### src/hdl/rfc_pkg.sv
// rfc_pkg: register map, field positions and reset values for the
// front-end pin and frequency-hop control block.
// assumes 8-bit registers on a 7-bit address, single 10 MHz clock.
package rfc_pkg;
  localparam int RFC_ADDR_W = 7;
  localparam int RFC_DATA_W = 8;
  localparam int RFC_CHAN_W = 24;

  // register addresses
  localparam logic [6:0] RFC_MAIN_ADDR = 7'h00;
  localparam logic [6:0] RFC_IFACE_ADDR = 7'h01;
  localparam logic [6:0] RFC_RESET_ADDR = 7'h02;
  localparam logic [6:0] RFC_FREQ2A_ADDR = 7'h04;
  localparam logic [6:0] RFC_FREQ1A_ADDR = 7'h05;
  localparam logic [6:0] RFC_FREQ0A_ADDR = 7'h06;
  localparam logic [6:0] RFC_FREQ2B_ADDR = 7'h08;
  localparam logic [6:0] RFC_FREQ1B_ADDR = 7'h09;
  localparam logic [6:0] RFC_FREQ0B_ADDR = 7'h0A;
  localparam logic [6:0] RFC_LOCK_ADDR = 7'h15;
  localparam logic [6:0] RFC_OFFSET_ADDR = 7'h46;
  localparam logic [6:0] RFC_CP_STAT_ADDR = 7'h48;
  localparam logic [6:0] RFC_OA_STAT_ADDR = 7'h49;
  localparam logic [6:0] RFC_OB_STAT_ADDR = 7'h4A;
  localparam logic [6:0] RFC_CP_FORCE_ADDR = 7'h4B;
  localparam logic [6:0] RFC_OA_FORCE_ADDR = 7'h4C;
  localparam logic [6:0] RFC_OB_FORCE_ADDR = 7'h4D;

  // field positions
  localparam int RFC_MAIN_FSEL_BIT = 6;
  localparam int RFC_IF_TX_AUTO_BIT = 0;
  localparam int RFC_IF_RX_AUTO_BIT = 1;
  localparam int RFC_IF_TX_POL_BIT = 2;
  localparam int RFC_IF_RX_POL_BIT = 3;
  localparam int RFC_IF_DATA_CLOCK_PIN_LOCK_BIT = 4;
  localparam int RFC_RESET_GO_BIT = 0;
  localparam int RFC_CP_W = 4;
  localparam int RFC_OA_W = 5;
  localparam int RFC_OB_W = 6;
  localparam int RFC_OA_FORCE_EN_BIT = 5;
  localparam int RFC_CP_FORCE_EN_BIT = 6;
  localparam int RFC_OB_FORCE_EN_BIT = 6;
  localparam int RFC_LOCK_SEL_W = 4;

  // reset values
  localparam logic [7:0] RFC_REG_RST = 8'h00;
  localparam logic [23:0] RFC_CHAN_RST = 24'h00_0000;

  // lock pin source encodings
  localparam logic [3:0] RFC_LOCK_LOW = 4'h0;
  localparam logic [3:0] RFC_LOCK_HIGH = 4'h1;
  localparam logic [3:0] RFC_LOCK_SYNTH = 4'h2;
endpackage : rfc_pkg

### src/hdl/rfc_sync2.sv
// rfc_sync2: two-flop synchroniser for signals from the analog side.
// assumes inputs are quasi-static levels; no pulse capture.
`timescale 1ns/1ps
module rfc_sync2 #(
  parameter int WIDTH = 1
) (
  input wire logic clock_in,
  input wire logic sys_rst_in,
  input wire logic [WIDTH-1:0] async_in,
  output logic [WIDTH-1:0] sync_out
);
  logic [WIDTH-1:0] meta_reg;

  always_ff @(posedge clock_in or posedge sys_rst_in) begin
    if (sys_rst_in) begin
      meta_reg <= '0;
      sync_out <= '0;
    end else begin
      meta_reg <= async_in;
      sync_out <= meta_reg;
    end
  end
endmodule : rfc_sync2

### src/hdl/rfc_frontend.sv
// rfc_frontend: front-end control pins, lock pin, dual channel words,
// calibration status and override registers of the transceiver.
// assumes a synchronous 8-bit register port and analog status levels
// that are asynchronous to clock_in.
// How it works
// - tx auto bit set: tx control pin active while transmit amplifier on
// - rx auto bit set: rx control pin active while low-noise amplifier on
// - polarity bits choose active-high or active-low for auto-following pins
// - auto bit clear: pin simply copies its written polarity bit
// - lock select 0000 drives lock pin low, 0001 drives it high
// - two channel words; main bit 6 picks the one driving synthesizer
// - calibration results readable: charge pump 3:0, array 4:0, bias 5:0
// - force registers replace calibration results; array and bias use own enable bits, charge pump is enabled by array force bit 6
// - measured carrier offset is readable by software
// - lock signalling on data clock pin: high unlocked, low locked
// - programmed reset returns every configuration register to default
`timescale 1ns/1ps
module rfc_frontend
  import rfc_pkg::*;
#(
  parameter int ADDR_W = RFC_ADDR_W
) (
  // clock and reset
  input wire logic clock_in,
  input wire logic sys_rst_in,
  // register port
  input wire logic [ADDR_W-1:0] cfg_addr_in,
  input wire logic cfg_wr_in,
  input wire logic cfg_rd_in,
  input wire logic [7:0] cfg_wdata_in,
  output logic [7:0] cfg_rdata_out,
  // analog core status (asynchronous)
  input wire logic tx_amp_on_in,
  input wire logic rx_amp_on_in,
  input wire logic synth_lock_in,
  // calibration engine and demodulator (same clock)
  input wire logic cal_done_in,
  input wire logic [3:0] charge_pump_cal_result_in,
  input wire logic [4:0] osc_array_cal_result_in,
  input wire logic [5:0] osc_bias_cal_result_in,
  input wire logic offset_valid_in,
  input wire logic [7:0] offset_value_in,
  input wire logic data_clock_src_in,
  // pins
  output logic tx_frontend_ctrl_out,
  output logic rx_frontend_ctrl_out,
  output logic lock_pin_out,
  output logic data_clock_pin_out,
  // synthesizer settings
  output logic [23:0] channel_word_out,
  output logic [3:0] charge_pump_setting_out,
  output logic [4:0] osc_array_setting_out,
  output logic [5:0] osc_bias_setting_out
);
  if (ADDR_W != RFC_ADDR_W) begin : g_chk
    $error("rfc_frontend: ADDR_W must equal 7");
  end

  logic [2:0] amp_sync;
  logic tx_on_s;
  logic rx_on_s;
  logic lock_s;
  logic [7:0] main_reg;
  logic [7:0] iface_reg;
  logic [7:0] lock_reg;
  logic [23:0] channel_word_first_reg;
  logic [23:0] channel_word_second_reg;
  logic [7:0] cp_force_reg;
  logic [7:0] oa_force_reg;
  logic [7:0] ob_force_reg;
  logic [3:0] cp_stat_reg;
  logic [4:0] oa_stat_reg;
  logic [5:0] ob_stat_reg;
  logic [7:0] offset_measure_reg;
  logic soft_rst_reg;
  logic [7:0] rdata_next;
  logic tx_next;
  logic rx_next;
  logic lock_next;

  rfc_sync2 #(.WIDTH(3)) u_sync (
    .clock_in(clock_in),
    .sys_rst_in(sys_rst_in),
    .async_in({synth_lock_in, rx_amp_on_in, tx_amp_on_in}),
    .sync_out(amp_sync)
  );
  assign tx_on_s = amp_sync[0];
  assign rx_on_s = amp_sync[1];
  assign lock_s = amp_sync[2];

  wire wr_main = cfg_wr_in && cfg_addr_in == RFC_MAIN_ADDR;
  wire wr_iface = cfg_wr_in && cfg_addr_in == RFC_IFACE_ADDR;
  wire tx_auto = iface_reg[RFC_IF_TX_AUTO_BIT];
  wire rx_auto = iface_reg[RFC_IF_RX_AUTO_BIT];
  wire tx_pol = iface_reg[RFC_IF_TX_POL_BIT];
  wire rx_pol = iface_reg[RFC_IF_RX_POL_BIT];
  wire data_clock_pin_lock_en = iface_reg[RFC_IF_DATA_CLOCK_PIN_LOCK_BIT];
  wire chan_sel = main_reg[RFC_MAIN_FSEL_BIT];
  wire [3:0] lock_sel = lock_reg[RFC_LOCK_SEL_W-1:0];
  wire cp_force_en = oa_force_reg[RFC_CP_FORCE_EN_BIT];
  wire oa_force_en = oa_force_reg[RFC_OA_FORCE_EN_BIT];
  wire ob_force_en = ob_force_reg[RFC_OB_FORCE_EN_BIT];

  // programmed reset: one-cycle pulse, applied on the following edge
  always_ff @(posedge clock_in or posedge sys_rst_in) begin
    if (sys_rst_in) begin
      soft_rst_reg <= 1'b0;
    end else begin
      soft_rst_reg <= cfg_wr_in && cfg_addr_in == RFC_RESET_ADDR && cfg_wdata_in[RFC_RESET_GO_BIT];
    end
  end

  // configuration registers; soft reset wins over a same-cycle write
  always_ff @(posedge clock_in or posedge sys_rst_in) begin
    if (sys_rst_in) begin
      main_reg <= RFC_REG_RST;
      iface_reg <= RFC_REG_RST;
      lock_reg <= RFC_REG_RST;
      cp_force_reg <= RFC_REG_RST;
      oa_force_reg <= RFC_REG_RST;
      ob_force_reg <= RFC_REG_RST;
    end else if (soft_rst_reg) begin
      main_reg <= RFC_REG_RST;
      iface_reg <= RFC_REG_RST;
      lock_reg <= RFC_REG_RST;
      cp_force_reg <= RFC_REG_RST;
      oa_force_reg <= RFC_REG_RST;
      ob_force_reg <= RFC_REG_RST;
    end else if (cfg_wr_in) begin
      case (cfg_addr_in)
        RFC_MAIN_ADDR: main_reg <= cfg_wdata_in;
        RFC_IFACE_ADDR: iface_reg <= cfg_wdata_in;
        RFC_LOCK_ADDR: lock_reg <= cfg_wdata_in;
        RFC_CP_FORCE_ADDR: cp_force_reg <= cfg_wdata_in;
        RFC_OA_FORCE_ADDR: oa_force_reg <= cfg_wdata_in;
        RFC_OB_FORCE_ADDR: ob_force_reg <= cfg_wdata_in;
        default: main_reg <= main_reg;
      endcase
    end
  end

  // both channel words stay writable so the idle one can be loaded for a hop
  always_ff @(posedge clock_in or posedge sys_rst_in) begin
    if (sys_rst_in) begin
      channel_word_first_reg <= RFC_CHAN_RST;
      channel_word_second_reg <= RFC_CHAN_RST;
    end else if (soft_rst_reg) begin
      channel_word_first_reg <= RFC_CHAN_RST;
      channel_word_second_reg <= RFC_CHAN_RST;
    end else if (cfg_wr_in) begin
      case (cfg_addr_in)
        RFC_FREQ2A_ADDR: channel_word_first_reg[23:16] <= cfg_wdata_in;
        RFC_FREQ1A_ADDR: channel_word_first_reg[15:8] <= cfg_wdata_in;
        RFC_FREQ0A_ADDR: channel_word_first_reg[7:0] <= cfg_wdata_in;
        RFC_FREQ2B_ADDR: channel_word_second_reg[23:16] <= cfg_wdata_in;
        RFC_FREQ1B_ADDR: channel_word_second_reg[15:8] <= cfg_wdata_in;
        RFC_FREQ0B_ADDR: channel_word_second_reg[7:0] <= cfg_wdata_in;
        default: channel_word_first_reg <= channel_word_first_reg;
      endcase
    end
  end

  // calibration results captured when a calibration completes
  always_ff @(posedge clock_in or posedge sys_rst_in) begin
    if (sys_rst_in) begin
      cp_stat_reg <= '0;
      oa_stat_reg <= '0;
      ob_stat_reg <= '0;
    end else if (cal_done_in) begin
      cp_stat_reg <= charge_pump_cal_result_in;
      oa_stat_reg <= osc_array_cal_result_in;
      ob_stat_reg <= osc_bias_cal_result_in;
    end
  end

  always_ff @(posedge clock_in or posedge sys_rst_in) begin
    if (sys_rst_in) begin
      offset_measure_reg <= RFC_REG_RST;
    end else if (offset_valid_in) begin
      offset_measure_reg <= offset_value_in;
    end
  end

  // synthesizer settings; forced values stand in for calibration results
  always_ff @(posedge clock_in or posedge sys_rst_in) begin
    if (sys_rst_in) begin
      channel_word_out <= RFC_CHAN_RST;
      charge_pump_setting_out <= '0;
      osc_array_setting_out <= '0;
      osc_bias_setting_out <= '0;
    end else begin
      channel_word_out <= chan_sel ? channel_word_second_reg : channel_word_first_reg;
      charge_pump_setting_out <= cp_force_en ? cp_force_reg[RFC_CP_W-1:0] : cp_stat_reg;
      osc_array_setting_out <= oa_force_en ? oa_force_reg[RFC_OA_W-1:0] : oa_stat_reg;
      osc_bias_setting_out <= ob_force_en ? ob_force_reg[RFC_OB_W-1:0] : ob_stat_reg;
    end
  end

  // pin values; all pins leave a flop so a write cannot glitch them
  always_comb begin
    tx_next = tx_auto ? (tx_on_s ? tx_pol : !tx_pol) : tx_pol;
    rx_next = rx_auto ? (rx_on_s ? rx_pol : !rx_pol) : rx_pol;
    case (lock_sel)
      RFC_LOCK_LOW: lock_next = 1'b0;
      RFC_LOCK_HIGH: lock_next = 1'b1;
      RFC_LOCK_SYNTH: lock_next = lock_s;
      default: lock_next = lock_s;
    endcase
  end

  always_ff @(posedge clock_in or posedge sys_rst_in) begin
    if (sys_rst_in) begin
      tx_frontend_ctrl_out <= 1'b0;
      rx_frontend_ctrl_out <= 1'b0;
      lock_pin_out <= 1'b0;
      data_clock_pin_out <= 1'b0;
    end else begin
      tx_frontend_ctrl_out <= tx_next;
      rx_frontend_ctrl_out <= rx_next;
      lock_pin_out <= lock_next;
      data_clock_pin_out <= data_clock_pin_lock_en ? !lock_s : data_clock_src_in;
    end
  end

  // read data, one cycle after the strobe; unmapped addresses read zero
  always_comb begin
    case (cfg_addr_in)
      RFC_MAIN_ADDR: rdata_next = main_reg;
      RFC_IFACE_ADDR: rdata_next = iface_reg;
      RFC_FREQ2A_ADDR: rdata_next = channel_word_first_reg[23:16];
      RFC_FREQ1A_ADDR: rdata_next = channel_word_first_reg[15:8];
      RFC_FREQ0A_ADDR: rdata_next = channel_word_first_reg[7:0];
      RFC_FREQ2B_ADDR: rdata_next = channel_word_second_reg[23:16];
      RFC_FREQ1B_ADDR: rdata_next = channel_word_second_reg[15:8];
      RFC_FREQ0B_ADDR: rdata_next = channel_word_second_reg[7:0];
      RFC_LOCK_ADDR: rdata_next = lock_reg;
      RFC_OFFSET_ADDR: rdata_next = offset_measure_reg;
      RFC_CP_STAT_ADDR: rdata_next = {4'h0, cp_stat_reg};
      RFC_OA_STAT_ADDR: rdata_next = {3'h0, oa_stat_reg};
      RFC_OB_STAT_ADDR: rdata_next = {2'h0, ob_stat_reg};
      RFC_CP_FORCE_ADDR: rdata_next = cp_force_reg;
      RFC_OA_FORCE_ADDR: rdata_next = oa_force_reg;
      RFC_OB_FORCE_ADDR: rdata_next = ob_force_reg;
      default: rdata_next = 8'h00;
    endcase
  end

  always_ff @(posedge clock_in or posedge sys_rst_in) begin
    if (sys_rst_in) begin
      cfg_rdata_out <= 8'h00;
    end else if (cfg_rd_in) begin
      cfg_rdata_out <= rdata_next;
    end
  end
endmodule : rfc_frontend

### config.mk
export PLATFORM = sky130hd
export DESIGN_NAME = rfc_frontend
export DESIGN_NICKNAME = d
export VERILOG_FILES = /design/src/hdl/rfc_pkg.sv /design/src/hdl/rfc_sync2.sv /design/src/hdl/rfc_frontend.sv
export SDC_FILE = /design/constraint.sdc
export NUM_CORES = 1
export LEC_CHECK = 0
export ABC_AREA = 1
export BUFFER_PORTS_ARGS = -buffer_cell sky130_fd_sc_hd__buf_2
export CORE_MARGIN = 3
export CORE_UTILIZATION = 58
export CTS_CLUSTER_SIZE = 30
export DETAILED_ROUTE_END_ITERATION = 8
export HOLD_SLACK_MARGIN = 0.02
export MAX_ROUTING_LAYER = met4
export PLACE_DENSITY = 0.8
export SLEW_MARGIN = 40
export SYNTH_ARGS = -nofsm -noshare
export SYNTH_HDL_FRONTEND = slang
export SYNTH_SLANG_ARGS = --single-unit
### constraint.sdc
create_clock -name clock_in -period 7.1 [get_ports clock_in]
set_input_delay 0.71 -clock clock_in [delete_from_list [all_inputs] [get_ports clock_in]]
set_output_delay 0.71 -clock clock_in [all_outputs]
set_load 0.005 [all_outputs]
After elaboration in Yosys (flattened, before gate mapping) --
Index checks and enable logic that the tools add are counted.
Storage, ports and cells: flip-flop bits (word level) 177, bits of input ports 48, output and inout port bits 51, logic and storage cells 116
Operators by class: equality and inequality tests 17, mux-type cells 39, reduce and logical (&&, ||, !) cells 32
Operator list (number):
- $mux W8 | 24
- $pmux W8 S16 | 1
- $mux W24 | 5
- $eq A7 B7 Y1 const B | 7
- $reduce_bool A2 Y1 | 13
- $reduce_and A2 Y1 | 12
- $eq A7 B3 Y1 const B | 3
- $eq A7 B4 Y1 const B | 3
- $eq A7 B1 Y1 const B | 1
- $eq A7 B2 Y1 const B | 1
- $eq A7 B5 Y1 const B | 1
- $logic_not A7 Y1 | 1
- $mux W6 | 1
- $mux W1 | 5
- $mux W5 | 1
- $eq A4 B1 Y1 const B | 1
- $logic_not A4 Y1 | 1
- $mux W4 | 1
- $logic_not A1 Y1 | 3
- $logic_and A1 B1 Y1 | 2
- $pmux W1 S2 | 1

Depth between registers and ports, before layout --
Gate-level depths: netlist of run 1.
depth in word-level cells 4, gate-level depth with buffers 11, gate-level depth less buffers 10

Hierarchy --
From an unflattened synthesis of run 1, not the netlist that was laid out.
Second synthesis, totals: cells, all modules 861, area, all modules 7915.1 µm²
By module, submodules not included:
- rfc_frontend | times used 1, cells an instance 854, area each 7761.2 µm², sequential area each 4279.1 µm²
- rfc_sync2 | times used 1, cells an instance 7, area each 153.9 µm², sequential area each 150.1 µm²

Worst setup path after synthesis of run 1 --
No wires, ideal clock.
kind input -> register, start input port cfg_addr_in[5], end register lock_reg[1], data arrival time 1.633 ns, required time 6.967 ns, slack 5.334 ns, cell stages on the path 9, cells stage by stage inv_1 > nand2_1 > nor2_2 > nand2_1 > o21ai_1 > inv_1 > buf_6 > nand2_1 > o21ai_0
On the way: longest elaborated chain between the ends 3
RTL lines:
- start: declaration | RTL line rfc_frontend.sv:27 | input wire logic [ADDR_W-1:0] cfg_addr_in,
- $eq A7 B5 Y1 | RTL line rfc_frontend.sv:130 | case (cfg_addr_in)
- $reduce_bool A2 Y1 (no line)
- $reduce_and A2 Y1 (no line)
- end signal: assignment | RTL line rfc_frontend.sv:133 | RFC_LOCK_ADDR: lock_reg <= cfg_wdata_in;
- end: declaration | RTL line rfc_frontend.sv:65 | logic [7:0] lock_reg;
No other way between the ends. A chain may end at the register's enable or synchronous reset.

Final worst setup path of run 1 --
start input port cfg_addr_in[1], end register cfg_rdata_out[6]
On the way: longest elaborated chain between the ends 2
RTL lines:
- $eq A7 B7 Y1 (tied with other cells) | RTL line rfc_frontend.sv:227 | case (cfg_addr_in)
- $pmux W8 S16 * | RTL line rfc_frontend.sv:227
- end signal: assignment | RTL line rfc_frontend.sv:252 | cfg_rdata_out <= rdata_next;
- end: declaration | RTL line rfc_frontend.sv:31 | output logic [7:0] cfg_rdata_out,
Every way passes the cells marked *; elsewhere a longest branch is shown, timed or not.

==> flow_summary.toml, run 1 <==
[floorplan]
floorplan.initialDensity_pct = 60.3
design.core.area_sq_mm = 0.0129
design.die.area_sq_mm = 0.0148
floorplan.io_pins = 99
chipWidth_um = 122
die_h_um = 122
core.rowCount = 41

[cts]
library_cell_used_as_clock_root_buffer = "clkbuf_16"
cts.repair_timing.setup_buffer_count = 0
cts_hold_buf = 0
clk_transition_reported_paths_ns = 0.06
clock_insertion_delay_worst_skew_ns = 0.43
cts_tree = "yes"
cts_buffer_depth = 2
cts_htree_levels = 4
tritoncts.num_buffers = 17
clock-sinks = 177
cts-resized-gates = 0

[setup_path]
cp_common_cell = "nand2_1"
max_stage_delay_ns = 0.52
start_kind = "primary input"
cp_num_buf_inv = 2
timing.critical_path.max_delay_family = "simple AND/OR/NAND/NOR gates"
crit_path_top_delay_cell = "nor2_2"
start_to_end_type_of_the_worst_setup_path = "primary input to flop"
cell_breakdown_of_the_critical_path = "buf_2 > inv_1 > nand2_1 > nor2_2 > nand2_1 > o21ai_0 > nor2_1 > nand3_1 > nand2_1 > nand2_1"
cp_data_required_time_ns = 7.47
setup.worst_path.end_class = "flop"
crit_path_max_fanout = 14
critical_path_arrival_ns = 2.34

[layout]
flow.area_growth_from_synthesis_pct = 14.5
post_route_cells_drive_above_1_share_pct = 19.6
number_of_antenna_diodes = 0
instances_no_fill = 1126
utilization_pct = 69.1
fillCellCount = 1011
numnets_final = 990

[sta]
tightest_slew_ns = 0.711
fin_hold_ws_ns = 0.352
grt_setup_unrepaired = "false"
worst_slew_margin_rel_pct = 52.6
finalWorstPathRequiredPeriod_ns = 1.96
clock-skew-final_ns = 0.00901
setup_viol_count_final = 0
tns_ns = 0
report.final.slew_viol_count = 0
fin_crit_sh_pct = 27.7
max_freq_mhz = 509
finalHoldViolCount = 0

[placement]
placed_cells = 1094
io_buffer_count = 98
detailed_placer_s_ending_hpwl_um = 12700
global_placement_routability_congestion = 0.957

[synth]
muxShareOfSynthArea_pct = 3.77
synth_fa_ha_area_share_pct = 0
syn_area_per_cell_sq_um = 9.01
async_flop_share_pct = 100
synth_top_cell_area_share_pct = 57.0
synth-edff-count = 0
synth_compound_gate_area_share_pct = 11.4
syn_nets = 910
synth-seq-area-share_pct = 57.0
synth_top_flop_cell = "dfrtp_1"
yosysUniqueCellTypes = 23
synth_top_cells_by_count = "nand2_1 (292), dfrtp_1 (177), o21ai_0 (138)"
dominant_combinational_cell_family_by_area_after_synthesis = "simple AND/OR/NAND/NOR gates"
yosysWarningCount = 0
ys_seq_elements = 177
post_synth_xor_area_fraction_pct = 0.226
synth.top_cells.by_area = "dfrtp_1 (57%), nand2_1 (14%), o21ai_0 (8.9%)"
syn-instance-count = 862
synth-simple-area-share_pct = 22.3
yosysTopAreaCell = "dfrtp_1"
yosys.cell_count.top_type = "nand2_1"
syn-cell-area_sq_mm = 0.00776

[route]
routedWlPerCell_um = 17.0
dr.first_iter.drc_count = 629
drt-pass1-iter-count = 6
via_per_inst = 5.60
total_drc_errors_in_the_routed_layout = 0
detail-route-antenna-nets = 0
dr_total_vias = 6311
detail_route.wirelength_um = 19200

[global_route]
wire_length_of_the_first_global_routing_pass_um = 30300
antenna_violations_before_repair = 0
grt-ovfl-total = 0
vias_in_the_first_global_route = 5813
grt_util_all_layers_pct = 27.9
grt_max_degree = 97

[power_and_ir_drop]
combPwrFrac_pct = 9.4
vdd.ir_drop.worst_uv = 173
cellPowerDensity_mw_per_mm2 = 270
power.share.switching_pct = 24.9
internal_power_w = 0.00180
register_share_of_total_power_pct = 50.1
p_sw_w = 0.000598
p_leak_nw = 4.52
power.share.clock_pct = 40.5

[flow_run]
cap_violations = 0

[min_path]
hold_path.class = "flop to flop"

[outcome]
status = "finished, final reports clean"
final timing paths:
path,startpoint,endpoint,slack [ns],cells after the start
worst max register to register,soft_rst_reg,channel_word_first_reg[11],5.19,4
max in group asynchronous,sys_rst_in,offset_measure_reg[5],5.63,3
worst min register to register,u_sync.meta_reg[2],u_sync.sync_out[2],0.35,0
worst max-delay path,cfg_addr_in[1],cfg_rdata_out[6],5.14,10
worst min-delay path,u_sync.meta_reg[2],u_sync.sync_out[2],0.35,0
min in group asynchronous,sys_rst_in,osc_array_setting_out[0],0.36,2
placed cells by master (no fill, tap or decap), types with 3 or more instances in the layout:
master,count
clkbuf_16,17
dfrtp_1,176
o21ai_0,138
bufinv_16,3
clkinv_2,3
mux2_2,26
inv_2,3
buf_2,98
o21ai_1,9
inv_1,38
nor2_4,8
clkbuf_8,4
nor2_2,5
nand3_1,66
a21oi_2,5
nand2_1,292
nor2_1,42
power by group through the flow:
stage | logic, W | clock network, W | registers [W]
6_report | 0.000225 | 0.000971 | 0.00120
5_1_grt | 0.000257 | 0.00102 | 0.00122
4_1_cts | 0.000227 | 0.000976 | 0.00120
3_5_place_dp | 0.000224 | 0 | 0.00122
3_3_place_gp | 0.000214 | 0 | 0.00121
2_1_floorplan | 0.000145 | 0 | 0.00119
per-stage QoR:
step	power (W)	setup slack (ns)	cell area, sq um
3_3_place_gp	0.00143	4.51	8230
5_1_grt	0.00249	5.00	8890
6_report	0.00240	5.14	8890
3_5_place_dp	0.00144	4.79	8270
2_1_floorplan	0.00133	1.59	7760
4_1_cts	0.00240	4.98	8880
metal layers:
| layer | global-route usage [%] | share of wire (%) |
|---|---|---|
| met4 | 10.5 | 2.7 |
| met5 | - | 0 |
| met3 | 6.73 | 9.2 |
| met1 | 40.0 | 45 |
| met2 | 39.1 | 43 |
kinds of logic after synthesis:
group,after synthesis
simple gates,416
flops,177
compound gates,159
buf+inv,82
mux,26
xor+xnor,2
area by class of cell:
class	count	area [sq um]	share of cell area, %
Sequential cell	177	4430	49.8
Multi-Input combinational cell	603	2930	32.9
Timing Repair Buffer	101	541	6.08
Clock buffer	22	484	5.44
Tap cell	172	215	2.42
Inverter	42	165	1.86
Clock inverter	9	130	1.46
(Power assumes the default switching activity.)
==> run 2, diff against run 1 <==
CORE_UTILIZATION = 52   (was 58)
PLACE_DENSITY = 0.76   (was 0.8)
clock period = 1.78 ns   (was 7.1 ns; I/O delays follow)
==> run 2 against run 1 <==
  * Sequential power rose to 4.0 times the previous value
  * Largest cell class unchanged
  * Clock skew grew 0.00050 ns
  * Critical endpoint is now channel_word_first_reg[7]
  * First-iteration DRC count is 20% higher
  * Final cell count rose by 5.3%
  * Final area rose by 4.5%
  * Total power rose to 3.9 times the previous value
==> flow_summary.toml, run 2 (synthesized netlist as in run 1, its figures left out) <==
[layout]
post_route_cells_drive_above_1_share_pct = 20.3
flow.area_growth_from_synthesis_pct = 19.7
most-common-layout-cells = "nand2_1 (292), dfrtp_1 (177), o21ai_0 (138)"
numnets_final = 1036
instances_no_fill = 1186
layout.cells.most_common = "nand2_1"
fillCellCount = 1201

[global_route]
vias_in_the_first_global_route = 5960
grt-ovfl-total = 0
grt_max_degree = 74
grt_util_all_layers_pct = 26.0
antenna_violations_before_repair = 1
wire_length_of_the_first_global_routing_pass_um = 31800

[floorplan]
core.rowCount = 44
chipWidth_um = 128
floorplan.io_pins = 99
die_h_um = 128
design.core.area_sq_mm = 0.0146
floorplan.initialDensity_pct = 53.2
design.die.area_sq_mm = 0.0164

[sta]
tightest_slew_ns = 0.641
setup_viol_count_final = 0
fin_crit_sh_pct = 82.3
worst_slew_margin_rel_pct = 57.1
report.final.slew_viol_count = 0
grt_setup_unrepaired = "false"
tns_ns = 0
max_freq_mhz = 682
clock-skew-final_ns = 0.00951
finalWorstPathRequiredPeriod_ns = 1.47
finalHoldViolCount = 0
finalWorstSetupSlack_ns = 0.314
fin_hold_ws_ns = 0.0514

[power_and_ir_drop]
power.share.switching_pct = 27.1
vdd.ir_drop.worst_uv = 795
cellPowerDensity_mw_per_mm2 = 1010
power.share.clock_pct = 38.9
p_leak_nw = 4.70
combPwrFrac_pct = 10.5
power_w = 0.00943
register_share_of_total_power_pct = 50.5
p_sw_w = 0.00255
internal_power_w = 0.00688

[cts]
cts_buffer_depth = 2
clock_insertion_delay_worst_skew_ns = 0.44
clock-sinks = 177
cts.repair_timing.setup_buffer_count = 0
tritoncts.num_buffers = 17
clk_transition_reported_paths_ns = 0.07
cts_htree_levels = 4
library_cell_used_as_clock_root_buffer = "clkbuf_16"
cts_hold_buf = 29
cts_tree = "yes"
cts-resized-gates = 0

[route]
detail_route.wirelength_um = 19700
routedWlPerCell_um = 16.6
drt-pass1-iter-count = 6
total_drc_errors_in_the_routed_layout = 0
dr_total_vias = 6373
detail-route-antenna-nets = 0
via_per_inst = 5.37
dr.first_iter.drc_count = 754

[setup_path]
critical_path_arrival_ns = 1.75
cp_data_required_time_ns = 2.06
crit_path_max_fanout = 16
start_kind = "flop"
start_to_end_type_of_the_worst_setup_path = "flop to flop"
setup.worst_path.end_class = "flop"

[placement]
placed_cells = 1124
dp_slack_ns = 0.138
global_placement_routability_congestion = 0.956
detailed_placer_s_ending_hpwl_um = 13400
io_buffer_count = 98

[min_path]
hold_path.class = "primary input to flop"

[flow_run]
cap_violations = 0

[outcome]
status = "finished, final reports clean"
[run 2: final timing paths]
path	startpoint	end	slack, ns	cells past startpoint
setup / recovery	soft_rst_reg	channel_word_first_reg[7]	0.31	3
hold / removal	cfg_rd_in	cfg_rdata_out[7]	0.05	3
setup reg to reg	soft_rst_reg	channel_word_first_reg[7]	0.31	3
hold reg to reg	u_sync.meta_reg[2]	u_sync.sync_out[2]	0.35	0
max in group asynchronous	sys_rst_in	channel_word_out[21]	0.81	4
min in group asynchronous	sys_rst_in	oa_force_reg[3]	0.27	3
[run 2: power groups by stage]
| stage | clock network, W | logic [W] | registers, W |
|---|---|---|---|
| final | 0.00367 | 0.000993 | 0.00477 |
| after global routing | 0.00389 | 0.00113 | 0.00482 |
| after CTS | 0.00372 | 0.00100 | 0.00476 |
| after detailed placement | 0 | 0.000948 | 0.00483 |
| after global placement | 0 | 0.000923 | 0.00482 |
| after floorplan | 0 | 0.000581 | 0.00474 |
[run 2: final cells by class]
class	count	area [sq um]	area share, %
Clock buffer	18	429	4.62
Clock inverter	14	149	1.60
Tap cell	184	230	2.48
Multi-Input combinational cell	603	2930	31.5
Sequential cell	177	4430	47.7
Antenna cell	1	2.50	0.0269
Timing Repair Buffer	147	968	10.4
Inverter	42	161	1.74
[run 2: per-stage QoR]
stage,area (sq um),utilization [%]
5_1_grt,9300,63.7
3_3_place_gp,8420,57.7
2_1_floorplan,7770,-
3_5_place_dp,8420,57.7
4_1_cts,9290,63.7
6_report,9300,63.7
[run 2: routing by layer]
metal  wire length (um)  track usage (%)  up-vias
met1               9140             39.3     3032
met3               1570             6.33       36
met5                  0                -        -
met2               8640             35.0      254
met4                352             7.24        0
li1                   -                -     3051
[run 2: critical path, cell delays in order, from the launching register on]
cell	delay, ns
dfrtp_1	0.41
buf_4	0.20
a31oi_2	0.49
o21ai_0	0.21
